[config.mk]
export PLATFORM = sky130hd
export DESIGN_NAME = ibcr_ctrl
export DESIGN_NICKNAME = d
export VERILOG_FILES = /design/src/ibcr_pkg.sv /design/src/ibcr_fifo_if.sv /design/src/ibcr_ctrl.sv /design/src/ibcr_fifo.sv
export SDC_FILE = /design/constraint.sdc
export NUM_CORES = 1
export LEC_CHECK = 0
export ABC_CLOCK_PERIOD_IN_PS = 2700
export BUFFER_PORTS_ARGS = -buffer_cell sky130_fd_sc_hd__buf_2
export CORE_MARGIN = 2
export CORE_UTILIZATION = 55
export CTS_BUF_LIST = sky130_fd_sc_hd__clkbuf_16
export DETAILED_ROUTE_END_ITERATION = 6
export PLACE_DENSITY = 0.81
export SLEW_MARGIN = 20
export SYNTH_ARGS = -nofsm -noshare
export SYNTH_HDL_FRONTEND = slang
export SYNTH_HIERARCHICAL = 1
export SYNTH_SLANG_ARGS = --single-unit
[constraint.sdc]
create_clock -name ref_clk -period 2.7 [get_ports ref_clk]
set_input_delay 0.54 -clock ref_clk [delete_from_list [all_inputs] [get_ports ref_clk]]
set_output_delay 0.54 -clock ref_clk [all_outputs]
set_load 0.01 [all_outputs]
[src/ibcr_pkg.sv]
// Package of constants and types for the interleaved bank count and ready logic.
// Functional notes
// - Even and odd counter upper bits increment on different cycles.
// - Separate count enables; even leads odd by one cycle, then both advance together.
// - An asserted count enable advances its counter on the next rising clock edge.
// - For reads the first even count is the first cycle of the second state.
// - Even start address: first count moves only the low bit, marking even bank next.
// - Odd start address: first count moves whole even counter; low bit marks odd bank.
// - Second cycle of second state counts again; later counts need registered burst request.
// - Counting is blocked during both precharge cycles after a same-type restart.
// - Write even count in third initial cycle needs burst request in previous cycle.
// - Odd count enable follows even conditions but starts one cycle later.
// - Instruction ready asserts unconditionally in the third initial instruction cycle.
// - Instruction ready on previous registered request and acknowledge, outside first state/precharge.
// - Burst continuation ready is suppressed when the bus was invalid in the previous cycle.
// - Delayed burst acknowledge qualifies the burst continuation ready term.
// - Instruction ready is combinational from registered inputs.
// - Even output enable on ready with low bit high; odd with low bit low.
// - Data ready mirrors instruction ready and asserts one cycle earlier on writes.
// - Data output enables use same steering but only on reads.
// - Write enable is registered, set from first second-state cycle through the write.
// - Chip selects strobe the write, so write enable may assert early.
// - First state holds three cycles; second and third follow; third ends initial access.
// - Every access ends with two precharge cycles, the second in the first idle cycle.
package ibcr_pkg;

  // Event log word layout: source, bank, write flag.
  localparam int unsigned LOG_WIDTH   = 3;
  localparam int unsigned LOG_DEPTH   = 8;
  localparam int unsigned LOG_SRC_BIT = 2;
  localparam int unsigned LOG_BANK_BIT = 1;
  localparam int unsigned LOG_WR_BIT  = 0;

  // Reset values of the registered stage.
  localparam logic RESET_LEVEL = 1'h0;

  // Kinds of ready event placed in the log.
  typedef enum logic {
    IBCR_SRC_INSTR,
    IBCR_SRC_DATA
  } ibcr_src_t;

endpackage

[src/ibcr_fifo_if.sv]
// Interface carrying the event log between the control logic and its FIFO.
`timescale 1ns/1ps
interface ibcr_fifo_if;
  logic                           in_valid;
  logic                           in_ready;
  logic [ibcr_pkg::LOG_WIDTH-1:0] in_data;
  logic                           out_valid;
  logic                           out_ready;
  logic [ibcr_pkg::LOG_WIDTH-1:0] out_data;

  modport fill  (output in_valid, output in_data, input in_ready);
  modport drain (input out_valid, input out_data, output out_ready);
  modport fifo  (input in_valid, input in_data, output in_ready,
                 output out_valid, output out_data, input out_ready);
endinterface

[src/ibcr_ctrl.sv]
// Count enable, ready, output enable and write enable logic for two interleaved banks.
`timescale 1ns/1ps
module ibcr_ctrl (
  input  wire logic                           ref_clk,
  input  wire logic                           resetn,
  input  wire logic                           bus_invalid,
  input  wire logic                           instr_burst_request,
  input  wire logic                           data_burst_request,
  input  wire logic                           instr_burst_ack,
  input  wire logic                           data_burst_ack,
  input  wire logic                           data_burst_ack_internal,
  input  wire logic                           read_not_write,
  input  wire logic                           instr_initial_state_first,
  input  wire logic                           instr_initial_state_second,
  input  wire logic                           instr_initial_state_third,
  input  wire logic                           data_initial_state_first,
  input  wire logic                           data_initial_state_second,
  input  wire logic                           data_initial_state_third,
  input  wire logic                           precharge_first_cycle,
  input  wire logic                           precharge_second_cycle,
  input  wire logic                           even_counter_low_bit,
  output logic                                even_bank_count_enable,
  output logic                                odd_bank_count_enable,
  output logic                                instr_ready,
  output logic                                data_ready,
  output logic                                instr_even_output_enable,
  output logic                                instr_odd_output_enable,
  output logic                                data_even_output_enable,
  output logic                                data_odd_output_enable,
  output logic                                write_enable,
  output logic                                log_valid,
  output logic [ibcr_pkg::LOG_WIDTH-1:0]      log_data,
  input  wire logic                           log_ready,
  output logic                                log_accept
);

  // Short local names for the state inputs keep the equations readable.
  // The sequencer holds the first state three cycles, and the second and
  // third follow it, which is what the two-cycle second state relies on.
  wire i_st1 = instr_initial_state_first;
  wire i_st2 = instr_initial_state_second;
  wire i_st3 = instr_initial_state_third;
  wire d_st1 = data_initial_state_first;
  wire d_st2 = data_initial_state_second;
  wire d_st3 = data_initial_state_third;
  wire pre_1 = precharge_first_cycle;
  wire pre_2 = precharge_second_cycle;
  wire rd    = read_not_write;
  wire wr    = ~read_not_write;
  wire low   = even_counter_low_bit;
  wire iack  = instr_burst_ack;
  wire dacki = data_burst_ack_internal;

  // Registered copies of the late bus signals.
  logic instr_burst_request_registered;
  logic data_burst_request_registered;
  logic instr_burst_ack_delayed;
  logic data_burst_ack_delayed;
  logic bus_invalid_delayed;
  logic next_write_enable;

  // The burst requests arrive too late to decode before the edge, so they are
  // captured first and every burst continuation ready term is built from the captured copies.
  always_ff @(posedge ref_clk or negedge resetn) begin
    if (!resetn) begin
      instr_burst_request_registered <= ibcr_pkg::RESET_LEVEL;
      data_burst_request_registered  <= ibcr_pkg::RESET_LEVEL;
      instr_burst_ack_delayed        <= ibcr_pkg::RESET_LEVEL;
      data_burst_ack_delayed         <= ibcr_pkg::RESET_LEVEL;
      bus_invalid_delayed            <= ibcr_pkg::RESET_LEVEL;
    end else begin
      instr_burst_request_registered <= instr_burst_request;
      data_burst_request_registered  <= data_burst_request;
      instr_burst_ack_delayed        <= instr_burst_ack;
      data_burst_ack_delayed         <= data_burst_ack;
      bus_invalid_delayed            <= bus_invalid;
    end
  end

  wire i_req_q = instr_burst_request_registered;
  wire d_req_q = data_burst_request_registered;

  // Burst counting is only allowed outside the first state and both
  // precharge cycles, so a freshly loaded address survives precharge.
  wire i_burst_ok = ~i_st1 & ~pre_1 & ~pre_2;
  wire d_burst_ok = ~d_st1 & ~pre_1 & ~pre_2;

  // Continuation ready terms need a valid bus and the delayed acknowledge.
  wire i_cont = ~bus_invalid_delayed & i_burst_ok & i_req_q
                & instr_burst_ack_delayed;
  wire d_cont = ~bus_invalid_delayed & d_burst_ok & d_req_q
                & data_burst_ack_delayed;
  wire d_wr_third = ~bus_invalid_delayed & d_st3 & d_req_q
                    & data_burst_ack_delayed;

  // Even count: first in the column state, once more while the second state
  // holds (for writes only on a registered request), and later only on a registered burst request.
  wire even_instr = (iack & i_st2)
                    | (iack & i_burst_ok & i_req_q);
  wire even_read  = (dacki & rd & d_st2)
                    | (dacki & rd & d_burst_ok & d_req_q);
  wire even_write = (dacki & wr & d_st2 & ~d_st3)
                    | (dacki & wr & d_st3 & d_req_q)
                    | (dacki & wr & d_burst_ok & d_req_q);

  // Odd count uses the same burst terms; its opening term is one state later.
  wire odd_instr = (iack & i_st3)
                   | (iack & i_burst_ok & i_req_q);
  wire odd_read  = (dacki & rd & d_st3)
                   | (dacki & rd & d_burst_ok & d_req_q);
  wire odd_write = (dacki & wr & d_st3 & d_req_q)
                   | (dacki & wr & d_burst_ok & d_req_q);

  // The counters step on the next edge; the low bit of the even counter then
  // selects the bank, whether the start word was even or odd.
  assign even_bank_count_enable = even_instr | even_read | even_write;
  assign odd_bank_count_enable  = odd_instr | odd_read | odd_write;

  // Instruction ready is always given in the third state of the initial access.
  assign instr_ready = i_st3 | i_cont;

  // Data ready adds write terms that fire one cycle early, since write data
  // is latched off the bus before it is stored.
  wire d_rdy_read  = rd & (d_st3 | d_cont);
  wire d_rdy_write = wr & ((d_st2 & ~d_st3) | d_wr_third | d_cont);
  assign data_ready = d_rdy_read | d_rdy_write;

  // The low bit of the even counter steers the bus to one bank at a time.
  assign instr_even_output_enable = low & instr_ready;
  assign instr_odd_output_enable  = ~low & instr_ready;
  assign data_even_output_enable  = low & d_rdy_read;
  assign data_odd_output_enable   = ~low & d_rdy_read;

  // Write enable is registered and may lead the write; chip selects do the
  // actual strobing, which gives this heavily loaded line extra time. It is
  // set from the first state so that it already stands in the first cycle
  // of the second state.
  assign next_write_enable = dacki & wr & ~pre_1 & (d_st1 | write_enable);

  always_ff @(posedge ref_clk or negedge resetn) begin
    if (!resetn) begin
      write_enable <= ibcr_pkg::RESET_LEVEL;
    end else begin
      write_enable <= next_write_enable;
    end
  end

  // Each cycle with a ready is logged once with its bank, as a data entry when both readies coincide. The log is diagnostic only: it
  // must never stall the memory timing, so a full log drops entries and the
  // acceptance is reported on log_accept instead.
  ibcr_fifo_if log_if ();

  wire log_any = instr_ready | data_ready;
  wire [ibcr_pkg::LOG_WIDTH-1:0] log_word;
  assign log_word[ibcr_pkg::LOG_SRC_BIT]  = data_ready ? ibcr_pkg::IBCR_SRC_DATA
                                                       : ibcr_pkg::IBCR_SRC_INSTR;
  assign log_word[ibcr_pkg::LOG_BANK_BIT] = low;
  assign log_word[ibcr_pkg::LOG_WR_BIT]   = data_ready & wr;

  assign log_if.in_valid  = log_any;
  assign log_if.in_data   = log_word;
  assign log_if.out_ready = log_ready;
  assign log_accept       = log_if.in_ready;

  ibcr_fifo #(
    .WIDTH (ibcr_pkg::LOG_WIDTH),
    .DEPTH (ibcr_pkg::LOG_DEPTH)
  ) u_log (
    .ref_clk (ref_clk),
    .resetn  (resetn),
    .port    (log_if.fifo)
  );

  // Data out of the log comes from the FIFO storage flip-flops.
  assign log_valid = log_if.out_valid;
  assign log_data  = log_if.out_data;

  // Checks on the generated timing.
  a_even_leads_odd: assert property (@(posedge ref_clk) disable iff (!resetn)
    (iack & i_st2 & ~i_st3)
    |-> even_bank_count_enable & ~odd_bank_count_enable)
    else $error("Even count missing or odd count early in column state.");

  a_no_count_precharge: assert property (@(posedge ref_clk) disable iff (!resetn)
    (pre_1 | pre_2) & ~i_st2 & ~i_st3 & ~d_st2 & ~d_st3
    |-> ~even_bank_count_enable & ~odd_bank_count_enable)
    else $error("Counter advanced during precharge.");

  a_instr_ready_third: assert property (@(posedge ref_clk) disable iff (!resetn)
    i_st3 |-> instr_ready)
    else $error("Instruction ready missing in third state.");

  a_instr_resume: assert property (@(posedge ref_clk) disable iff (!resetn)
    instr_burst_request & instr_burst_ack & ~bus_invalid
    ##1 (~i_st1 & ~pre_1 & ~pre_2) |-> instr_ready)
    else $error("Instruction ready missing on burst continuation.");

  a_rdy_bus_invalid: assert property (@(posedge ref_clk) disable iff (!resetn)
    bus_invalid ##1 (~i_st3 & ~d_st2 & ~d_st3) |-> ~instr_ready & ~data_ready)
    else $error("Ready after an invalid bus cycle.");

  a_rdy_no_ack: assert property (@(posedge ref_clk) disable iff (!resetn)
    ~instr_burst_ack ##1 ~i_st3 |-> ~instr_ready)
    else $error("Instruction ready without delayed acknowledge.");

  a_oe_steering: assert property (@(posedge ref_clk) disable iff (!resetn)
    instr_ready |-> (instr_even_output_enable == low)
                    && (instr_odd_output_enable == !low))
    else $error("Instruction output enable steering wrong.");

  a_data_write_early: assert property (@(posedge ref_clk) disable iff (!resetn)
    wr & d_st2 & ~d_st3 |-> data_ready & ~data_even_output_enable
                            & ~data_odd_output_enable)
    else $error("Early write ready missing or output enabled.");

  a_doe_read_only: assert property (@(posedge ref_clk) disable iff (!resetn)
    wr |-> ~data_even_output_enable & ~data_odd_output_enable)
    else $error("Data output enable during a write.");

  a_we_follows: assert property (@(posedge ref_clk) disable iff (!resetn)
    dacki & wr & d_st1 & ~d_st2 & ~pre_1 |=> write_enable)
    else $error("Write enable not set in first second-state cycle.");

  a_we_holds: assert property (@(posedge ref_clk) disable iff (!resetn)
    write_enable & dacki & wr & ~pre_1 |=> write_enable)
    else $error("Write enable dropped during the write.");

  a_write_third_req: assert property (@(posedge ref_clk) disable iff (!resetn)
    ~data_burst_request ##1 (dacki & wr & d_st3 & ~iack)
    |-> ~even_bank_count_enable)
    else $error("Write count in third state without prior request.");

endmodule

[src/ibcr_fifo.sv]
// Parameterised FIFO with valid and ready on both sides.
`timescale 1ns/1ps
module ibcr_fifo #(
  parameter int unsigned WIDTH = ibcr_pkg::LOG_WIDTH,
  parameter int unsigned DEPTH = ibcr_pkg::LOG_DEPTH
) (
  input wire logic ref_clk,
  input wire logic resetn,
  ibcr_fifo_if.fifo port
);
  localparam int unsigned AW = $clog2(DEPTH);

  logic [WIDTH-1:0] mem [DEPTH];
  logic [AW-1:0]    wr_ptr;
  logic [AW-1:0]    rd_ptr;
  logic [AW:0]      count;
  wire              do_push;
  wire              do_pop;

  // Full and empty come straight from the occupancy count.
  assign port.in_ready  = (count != (AW+1)'(DEPTH));
  assign port.out_valid = (count != '0);
  assign port.out_data  = mem[rd_ptr];
  assign do_push        = port.in_valid & port.in_ready;
  assign do_pop         = port.out_valid & port.out_ready;

  // Storage is written without reset; only the pointers and the count carry control state.
  always_ff @(posedge ref_clk) begin
    if (do_push) begin
      mem[wr_ptr] <= port.in_data;
    end
  end

  // Pointers wrap at the depth, which keeps odd depths legal.
  always_ff @(posedge ref_clk or negedge resetn) begin
    if (!resetn) begin
      wr_ptr <= '0;
      rd_ptr <= '0;
      count  <= '0;
    end else begin
      if (do_push) begin
        wr_ptr <= (wr_ptr == AW'(DEPTH - 1)) ? '0 : wr_ptr + AW'(1);
      end
      if (do_pop) begin
        rd_ptr <= (rd_ptr == AW'(DEPTH - 1)) ? '0 : rd_ptr + AW'(1);
      end
      count <= count + (AW+1)'(do_push) - (AW+1)'(do_pop);
    end
  end

  a_fifo_no_overrun: assert property (@(posedge ref_clk) disable iff (!resetn)
    count <= (AW+1)'(DEPTH)) else $error("FIFO occupancy above depth.");
endmodule

==> flow_metrics.env, run 1 <==
export IMPL_outcome="finished clean"
export IMPL_synth_top_flop_cell="edfxtp_1"
export IMPL_critPathArrivalTime_ns=2.62
export IMPL_port_buffers=32
export IMPL_setup_viol=0
export IMPL_place_hpwl_um=2520
export IMPL_antenna_found_initial=0
export IMPL_synth_xor_area_share_pct=0.932
export IMPL_coreArea_mm2=0.00331
export IMPL_place_congestion=0.757
export IMPL_htree_levels=2
export IMPL_numCtsBuffers=5
export IMPL_synth_compound_area_share_pct=3.79
export IMPL_holdBufCountCts=0
export IMPL_seq_area_frac_synth_pct=59.7
export IMPL_die_area_mm2=0.00390
export IMPL_grt_max_degree=17
export IMPL_fmax_ghz=0.407
export IMPL_wl_um=3330
export IMPL_post_cts_setup_buffers=0
export IMPL_n_antenna_cell=0
export IMPL_synthTopCellsByArea="edfxtp_1, dfrtp_1, mux4_1"
export IMPL_worst_hold_path_type="primary input to async pin"
export IMPL_synth_edf_count=24
export IMPL_clock_latency_ns=0.27
export IMPL_viasPerCell=5.39
export IMPL_grt_usage_pct=18.9
export IMPL_synth_commonest_cells="edfxtp_1, dfrtp_1, ha_1"
export IMPL_die_height_um=62.5
export IMPL_ir_worst_vdd_v=0.000560
export IMPL_overflow=0
export IMPL_synth_top_area_cell="edfxtp_1"
export IMPL_synth_top_family_by_area="multiplexers"
export IMPL_clock_path_buffers=2
export IMPL_reg2reg_slack_ns=0.24
export IMPL_final_period_utilization_pct=91.0
export IMPL_r2r_end="u_log/count[2]"
export IMPL_synthArstFlopShare_pct=40.0
export IMPL_syn_avg_cell_area_um2=14.8
export IMPL_p_per_area_mw_per_mm2=995
export IMPL_critPathCaptureType="register"
export IMPL_startpoint_type="register"
export IMPL_muxShareOfSynthArea_pct=13.8
export IMPL_reg2reg_from="u_log/count[2]"
export IMPL_drc=0
export IMPL_synth_distinct_cells=34
export IMPL_cts_clk_slew_worst_paths_ns=0.05
export IMPL_rsz0062_at_grt="false"
export IMPL_cp_required_ns=2.86
export IMPL_cts_tree="done"
export IMPL_post_dp_cell_area_mm2=0.00210
export IMPL_cp_slowest_cell="or3b_2"
export IMPL_grt_pass1_vias=1163
export IMPL_cp_startpoint="u_log/count[2]"
export IMPL_yosys_register_bits=40
export IMPL_crit_type="register to register"
export IMPL_area_growth_pct=19.0
export IMPL_slew_viol_final=0
export IMPL_synth_simple_area_share_pct=11.5
export IMPL_nets=196
export IMPL_tightest_slew_ns=0.612
export IMPL_syn_nets=157
export IMPL_relSlewSlack_pct=59.0
export IMPL_ant_nets=0
export IMPL_yosys_area_share_adder_pct=7.72
export IMPL_crit_chain="inv_1 -> ha_1 -> or3b_2 -> nand2_1 -> inv_1 -> ha_1 -> inv_1 -> ha_1 -> fa_1 -> xor2_1"
export IMPL_cts_resized_gates=0
export IMPL_cts_root_buf="clkbuf_16"
export IMPL_io_pins=33
export IMPL_vias=1148
export IMPL_grt_pass1_wl_um=5530
export IMPL_r2r_cells=10
export IMPL_ys_warn_count=6
export IMPL_p_leak_nw=0.963
export IMPL_start_util_pct=56.8
export IMPL_detail_route_first_pass_iterations=4
export IMPL_period_needed_ns=2.46
export IMPL_clock_sinks=40
export IMPL_nFillCells=247
export IMPL_drive_above_1_share_pct=31.7
export IMPL_synth_top_area_share_pct=38.3
export IMPL_final_setup_tns_ns=0
export IMPL_slowest_delay_ns=0.45
export IMPL_avgRoutedWirePerCell_um=15.6
export IMPL_synth_most_common_cell="edfxtp_1"
export IMPL_rows=21
export IMPL_synth_area_mm2=0.00188
export IMPL_hold_viol_final=0
export IMPL_drtIter0Drc=26
export IMPL_path_max_fanout=4
export IMPL_fin_area_mm2=0.00224
export IMPL_synthCells=127
export IMPL_clock_skew_ns=0.00571
export IMPL_maxCapViolations=0
export IMPL_die_width_um=62.5
[power breakdown]
| part | switching, W | internal [W] |
|---|---|---|
| Sequential | 0.000138 | 0.000823 |
| Combinational | 0.000334 | 0.000396 |
| Clock | 0.000203 | 0.000332 |
| Total | 0.000675 | 0.00155 |
[area by class of cell]
type                       instances  area (µm²)  area share [%]
tap                               46        57.6            2.57
timing repair buffer              35         183            8.17
clock inverter                     3        11.3           0.504
inverter                           8        30.0            1.34
multi-input combinational         76         708            31.7
sequential                        40        1120            50.1
clock buffer                       5         125            5.60
[state kept, by name, indices dropped and copies added (netlist names)]
| signal | flops |
|---|---|
| u_log/count | 4 |
| data_burst_ack_delayed | 1 |
| u_log/mem | 24 |
| i_req_q | 1 |
| instr_burst_ack_delayed | 1 |
| bus_invalid_delayed | 1 |
| u_log/wr_ptr | 3 |
| d_req_q | 1 |
| u_log/rd_ptr | 3 |
| write_enable | 1 |
[stage by stage]
stage	hold slack [ns]	utilization, %	total power, W	worst slack, ns	std cells
2_1_floorplan	0.244	-	0.00149	0.277	127
3_3_place_gp	0.467	63.4	0.00165	0.171	205
3_5_place_dp	0.476	63.4	0.00172	0.105	205
4_1_cts	0.186	67.5	0.00225	0.221	213
5_1_grt	0.205	67.5	0.00239	0.120	213
6_report	0.172	67.5	0.00223	0.242	213
[cell usage in the layout, fill, tap and decap left out]
cell       count
nand2_2        1
and3b_1        1
xor2_1         2
nand2b_1       3
a32oi_1        1
buf_4          3
nor4_1         1
fa_1           1
nor3b_1        1
or3b_2         1
nor2_1         7
o2111ai_1      1
nand2_1        6
buf_2         32
or3b_1         1
nor3_1         5
o21ai_0        2
a21oi_1        3
mux4_1         6
mux2_2         9
ha_1          10
clkbuf_16      5
nor2b_1        4
nor4b_1        1
nand3b_1       1
clkinv_1       2
a31oi_1        1
edfxtp_1      24
o211ai_1       2
nand3_1        2
dfrtp_1       16
inv_1          9
a21o_1         1
nor4b_2        1
and3b_2        1
[worst max path at each step]
stage          slack, ns             end  depth (start not counted)
5_1_grt             0.12  u_log/count[2]                         10
3_3_place_gp        0.17  u_log/count[2]                         10
6_report            0.24  u_log/count[2]                         10
2_1_floorplan       0.28  u_log/count[2]                          9
4_1_cts             0.22  u_log/count[2]                         10
3_5_place_dp        0.10  u_log/count[2]                         10
[worst max-delay path, delay by kind of cell, from the launching register on]
family	cells	cell delay [ns]
DFF	1	0.35
buffers and inverters	3	0.21
xor gates and xnor gates	1	0.15
adders and majority gates	4	1.01
and+or+nand+nor	2	0.63
[cell families (layout without fill, tap and decap cells)]
| logic type | Yosys count | in the layout |
|---|---|---|
| DFF | 40 | 40 |
| xor gates and xnor gates | 2 | 2 |
| buffers and inverters | 11 | 51 |
| and+or+nand+nor | 37 | 37 |
| adders and majority gates | 11 | 11 |
| AOI/OAI and AO/OA | 11 | 11 |
| muxes | 15 | 15 |
[per-layer routing]
metal  GRT usage, %  part of all wire (%)  vias up  wire length, µm
met1           22.5                    40      556             1340
met2           34.1                    55       34             1820
met4           5.56                  0.54        0               18
li1               -                     -      556                -
met3           4.32                   4.5        2              151
met5              0                     0        -                0
No activity file was read; power rests on OpenSTA's default activity.
==> run 2: changes to the inputs <==
- MAX_ROUTING_LAYER: unset -> met4
- SYNTH_HIERARCHICAL: 1 -> unset
==> flow_metrics.env, run 2 <==
export IMPL_setup_ws_ns=0.280
export IMPL_synth_compound_area_share_pct=5.02
export IMPL_crit_type="register to output port"
export IMPL_seqPwrFrac_pct=39.6
export IMPL_relSlewSlack_pct=70.1
export IMPL_syn_avg_cell_area_um2=15.3
export IMPL_n_antenna_cell=0
export IMPL_cts_resized_gates=0
export IMPL_clock_path_buffers=2
export IMPL_avgRoutedWirePerCell_um=17.6
export IMPL_p_int_w=0.00176
export IMPL_overflow=0
export IMPL_antenna_found_initial=0
export IMPL_syn_nets=154
export IMPL_p_per_area_mw_per_mm2=1070
export IMPL_grt_max_degree=17
export IMPL_synth_top_flop_cell="edfxtp_1"
export IMPL_htree_levels=2
export IMPL_yosys_register_bits=40
export IMPL_tightest_slew_ns=0.448
export IMPL_path_max_fanout=9
export IMPL_die_height_um=62.7
export IMPL_worst_hold_path_type="primary input to async pin"
export IMPL_cts_clk_slew_worst_paths_ns=0.05
export IMPL_synth_top_area_share_pct=38.0
export IMPL_grt_usage_pct=23.0
export IMPL_p_total_w=0.00247
export IMPL_synth_xor_area_share_pct=0.925
export IMPL_slew_viol_final=0
export IMPL_p_leak_nw=1.00
export IMPL_synthCells=124
export IMPL_setup_viol=0
export IMPL_synth_edf_count=24
export IMPL_cts_tree="done"
export IMPL_synthArstFlopShare_pct=40.0
export IMPL_use_met2_pct=39.2
export IMPL_clkPwrFrac_pct=30.2
export IMPL_area_growth_pct=21.6
export IMPL_synth_distinct_cells=34
export IMPL_synth_most_common_cell="edfxtp_1"
export IMPL_grt_pass1_vias=1268
export IMPL_clock_skew_ns=0.00286
export IMPL_pwr_share_comb_pct=30.2
export IMPL_coreArea_mm2=0.00331
export IMPL_critPathCaptureType="output port"
export IMPL_die_area_mm2=0.00393
export IMPL_cts_root_buf="clkbuf_16"
export IMPL_outcome="finished clean"
export IMPL_post_place_ws_ns=0.451
export IMPL_grt_util_met1_pct=26.6
export IMPL_place_hpwl_um=2590
export IMPL_seq_area_frac_synth_pct=59.2
export IMPL_synth_commonest_cells="edfxtp_1, dfrtp_1, ha_1"
export IMPL_vias=1165
export IMPL_cp_required_ns=2.16
export IMPL_switchingPower_w=0.000711
export IMPL_ir_worst_vdd_v=0.000604
export IMPL_synth_area_mm2=0.00189
export IMPL_synth_top_area_cell="edfxtp_1"
export IMPL_final_period_utilization_pct=89.6
export IMPL_reg_largest_list="u_log.mem x24, u_log.count x4"
export IMPL_drc=0
export IMPL_p_sw_share_pct=28.8
export IMPL_rsz0062_at_grt="false"
export IMPL_drive_above_1_share_pct=34.8
export IMPL_place_congestion=0.845
export IMPL_drtIter0Drc=50
export IMPL_largest_register="u_log.mem"
export IMPL_viasPerCell=5.55
export IMPL_detail_route_first_pass_iterations=4
export IMPL_final_setup_tns_ns=0
export IMPL_port_buffers=32
export IMPL_yosys_area_share_adder_pct=7.66
export IMPL_synth_simple_area_share_pct=11.9
export IMPL_grt_pass1_wl_um=6470
export IMPL_ys_warn_count=0
export IMPL_critPathArrivalTime_ns=1.88
export IMPL_nets=193
export IMPL_period_needed_ns=2.42
export IMPL_synthTopCellsByArea="edfxtp_1, dfrtp_1, mux4_2"
export IMPL_grt_use_met3_pct=5.77
export IMPL_clock_latency_ns=0.28
export IMPL_hold_viol_final=0
export IMPL_io_pins=33
export IMPL_largest_reg_flops=24
export IMPL_maxCapViolations=0
export IMPL_grt_busiest_layer="met2"
export IMPL_ant_nets=0
export IMPL_start_util_pct=57.2
export IMPL_synth_top_family_by_area="multiplexers"
export IMPL_muxShareOfSynthArea_pct=12.5
export IMPL_holdBufCountCts=0
export IMPL_numCtsBuffers=5
export IMPL_clock_sinks=40
export IMPL_fmax_ghz=0.413
export IMPL_wl_um=3690
export IMPL_post_cts_setup_buffers=0
export IMPL_rows=21
export IMPL_final_cell_mix="buf_2, edfxtp_1, dfrtp_1"
export IMPL_startpoint_type="register"
export IMPL_final_common_cell="buf_2"
export IMPL_die_width_um=62.7
## run 2: worst max-delay path: stages, from the launching register on
cell     delay, ns
dfrtp_1       0.61
mux4_2        0.58
mux2_2        0.27
buf_2         0.14
## run 2: kinds of logic (layout without fill, tap and decap cells)
group | after synthesis | after routing
XOR/XNOR | 2 | 2
AO/OA/AOI/OAI | 11 | 11
multiplexers | 15 | 15
flip-flops | 40 | 40
buffers and inverters | 12 | 52
AND/OR/NAND/NOR | 33 | 33
adder cells (fa/ha/maj) | 11 | 11
## run 2: worst paths after layout
path                                  endpoint  slack (ns)  depth (start not counted)            start
max in group asynchronous       u_log.count[2]        2.25                          1           resetn
hold / removal                 u_log.rd_ptr[2]        0.18                          1           resetn
setup reg to reg                u_log.count[2]        0.53                          9   u_log.count[1]
hold reg to reg                   write_enable        0.59                          2     write_enable
min in group ref_clk       bus_invalid_delayed        0.36                          1      bus_invalid
setup / recovery                   log_data[0]        0.28                          3  u_log.rd_ptr[0]
## run 2: power by group through the flow
stage / combinational, W / clock [W] / sequential (W)
after floorplan: 0.000611 / 0 / 0.000903
after global placement: 0.000696 / 0 / 0.000980
after detailed placement: 0.000761 / 0 / 0.000987
after CTS: 0.000764 / 0.000752 / 0.000977
after global routing: 0.000846 / 0.000786 / 0.00100
final: 0.000745 / 0.000746 / 0.000977
## run 2: area by class of cell
cell class | count | area, µm²
inverters | 9 | 33.8
multi-input cells | 72 | 719
repair buffers | 35 | 183
well taps | 46 | 57.6
flip-flops and latches | 40 | 1120
clock buffers | 5 | 125
fillers | 218 | 1010
clock inverters | 3 | 63.8
## run 2: metal layers
layer	routed length [µm]	share of wire (%)	up-vias
li1	-	-	541
met2	2060	56	30
met5	0	0	-
met4	76	2.1	0
met3	142	3.8	8
met1	1420	38	586
## run 2: per-stage QoR
step	instance area, µm²	hold slack [ns]	std cells	utilization (%)
6_report	2300	0.178	210	69.6
5_1_grt	2300	0.205	210	69.6
4_1_cts	2300	0.189	210	69.6
3_5_place_dp	2110	0.484	202	63.9
3_3_place_gp	2110	0.472	202	63.9
2_1_floorplan	1890	0.244	124	-
==> run 3: changes to the inputs <==
- ABC_CLOCK_PERIOD_IN_PS: 2700 -> 2300
- CTS_CLUSTER_SIZE: unset -> 14
- clock period: 2.7 -> 2.3 ns (I/O delays scaled with it)
==> flow_metrics.env, run 3 (synthesis gave the netlist of run 2 again) <==
export IMPL_drtIter0Drc=55
export IMPL_slew_viol_final=0
export IMPL_reg2reg_slack_ns=0.25
export IMPL_hold_ws_ns=0.0974
export IMPL_drive_above_1_share_pct=34.5
export IMPL_avgRoutedWirePerCell_um=16.1
export IMPL_rows=21
export IMPL_final_common_cell="buf_2"
export IMPL_clock_path_buffers=2
export IMPL_period_needed_ns=2.21
export IMPL_die_width_um=62.7
export IMPL_coreArea_mm2=0.00331
export IMPL_r2r_cells=9
export IMPL_place_congestion=0.857
export IMPL_hold_viol_final=0
export IMPL_drc=0
export IMPL_area_growth_pct=19.3
export IMPL_clock_sinks=40
export IMPL_startpoint_type="register"
export IMPL_die_area_mm2=0.00393
export IMPL_io_pins=33
export IMPL_overflow=0
export IMPL_holdBufCountCts=0
export IMPL_outcome="finished clean"
export IMPL_n_antenna_cell=0
export IMPL_setup_viol=0
export IMPL_place_hpwl_um=2540
export IMPL_antenna_found_initial=0
export IMPL_cp_required_ns=1.84
export IMPL_numCtsBuffers=5
export IMPL_cp_slowest_cell="mux4_2"
export IMPL_slowest_delay_ns=0.55
export IMPL_clock_skew_ns=0.00430
export IMPL_nets=194
export IMPL_cts_tree="done"
export IMPL_ir_worst_vdd_v=0.000752
export IMPL_setup_ws_ns=0.0919
export IMPL_grt_max_degree=17
export IMPL_clock_latency_ns=0.28
export IMPL_fmax_ghz=0.453
export IMPL_r2r_end="u_log.count[2]"
export IMPL_maxCapViolations=0
export IMPL_path_max_fanout=9
export IMPL_grt_usage_pct=19.9
export IMPL_rsz0062_at_grt="false"
export IMPL_final_period_utilization_pct=96.0
export IMPL_final_cell_mix="buf_2, edfxtp_1, dfrtp_1"
export IMPL_worst_hold_path_type="primary input to async pin"
export IMPL_grt_pass1_vias=1180
export IMPL_cts_clk_slew_worst_paths_ns=0.06
export IMPL_path_delay_family="multiplexers"
export IMPL_reg2reg_from="u_log.count[1]"
export IMPL_detail_route_first_pass_iterations=5
export IMPL_tightest_slew_ns=0.386
export IMPL_p_leak_nw=0.985
export IMPL_post_dp_cell_area_mm2=0.00212
export IMPL_critPathArrivalTime_ns=1.75
export IMPL_port_buffers=32
export IMPL_final_setup_tns_ns=0
export IMPL_largest_register="u_log.mem"
export IMPL_post_cts_setup_buffers=0
export IMPL_vias=1129
export IMPL_post_place_ws_ns=0.146
export IMPL_crit_chain="mux4_2 -> mux2_2 -> buf_2"
export IMPL_die_height_um=62.7
export IMPL_wl_um=3400
export IMPL_largest_reg_flops=24
export IMPL_crit_type="register to output port"
export IMPL_grt_pass1_wl_um=5630
export IMPL_cts_resized_gates=1
export IMPL_viasPerCell=5.35
export IMPL_relSlewSlack_pct=74.2
export IMPL_start_util_pct=57.2
export IMPL_cts_root_buf="clkbuf_16"
export IMPL_cp_buffers_inverters=1
export IMPL_p_per_area_mw_per_mm2=1170
export IMPL_fin_area_mm2=0.00226
export IMPL_critPathCaptureType="output port"
export IMPL_ant_nets=0
export IMPL_htree_levels=2
export IMPL_reg_largest_list="u_log.mem x24, u_log.count x4"
## run 3: cell count changes in the layout (fill, tap and decap cells not counted)
| cell | before | now |
|---|---|---|
| bufinv_16 | 2 | 0 |
| buf_4 | 3 | 4 |
| clkinv_1 | 0 | 1 |
| dfrtp_1 | 16 | 15 |
| dfrtp_2 | 0 | 1 |
| inv_1 | 10 | 11 |
## run 3: layout make-up
| class | count | area (µm²) |
|---|---|---|
| multi-input combinational | 72 | 719 |
| inverter | 9 | 33.8 |
| timing repair buffer | 36 | 190 |
| tap | 46 | 57.6 |
| sequential | 40 | 1120 |
| fill | 237 | 1050 |
| clock buffer | 5 | 125 |
| clock inverter | 3 | 11.3 |
## run 3: per-layer routing
metal	GRT usage, %	vias to the layer above	share of wire (%)
met2	33.5	26	54
met5	-	-	0
met4	7.50	0	1.6
met3	5.95	7	3.8
li1	-	548	-
met1	22.6	548	40
## run 3: worst max path at each step
stage,start,to,slack (ns),depth (start not counted)
final,u_log.rd_ptr[0],log_data[0],0.09,3
after global routing,u_log.rd_ptr[0],log_data[0],0.01,3
after CTS,u_log.rd_ptr[0],log_data[0],0.07,3
after detailed placement,precharge_first_cycle,u_log.mem[6][1],0.15,6
after global placement,precharge_first_cycle,u_log.mem[4][0],0.19,6
after floorplan,precharge_first_cycle,u_log.count[1],0.26,6
## run 3: worst reg2reg max path, stage by stage, from the launching register on
cell     delay, ns
dfrtp_1       0.40
nor2_1        0.23
nand2_1       0.11
nand2_1       0.10
inv_1         0.05
ha_1          0.27
inv_1         0.04
ha_1          0.20
fa_1          0.39
xor2_1        0.15
## run 3: metrics by stage
step / total power [W] / cells / util (%)
finish: 0.00265 / 211 / 68.3
global route: 0.00283 / 211 / 68.3
CTS: 0.00269 / 211 / 68.3
detailed placement: 0.00205 / 203 / 64.1
global placement: 0.00197 / 203 / 64.1
floorplan: 0.00178 / 124 / -
## run 3: where the power goes
part / total, W / switching, W / internal (W)
clock: 0.000634 / 0.000245 / 0.000389
combinational: 0.000873 / 0.000389 / 0.000484
sequential: 0.00115 / 0.000179 / 0.000969
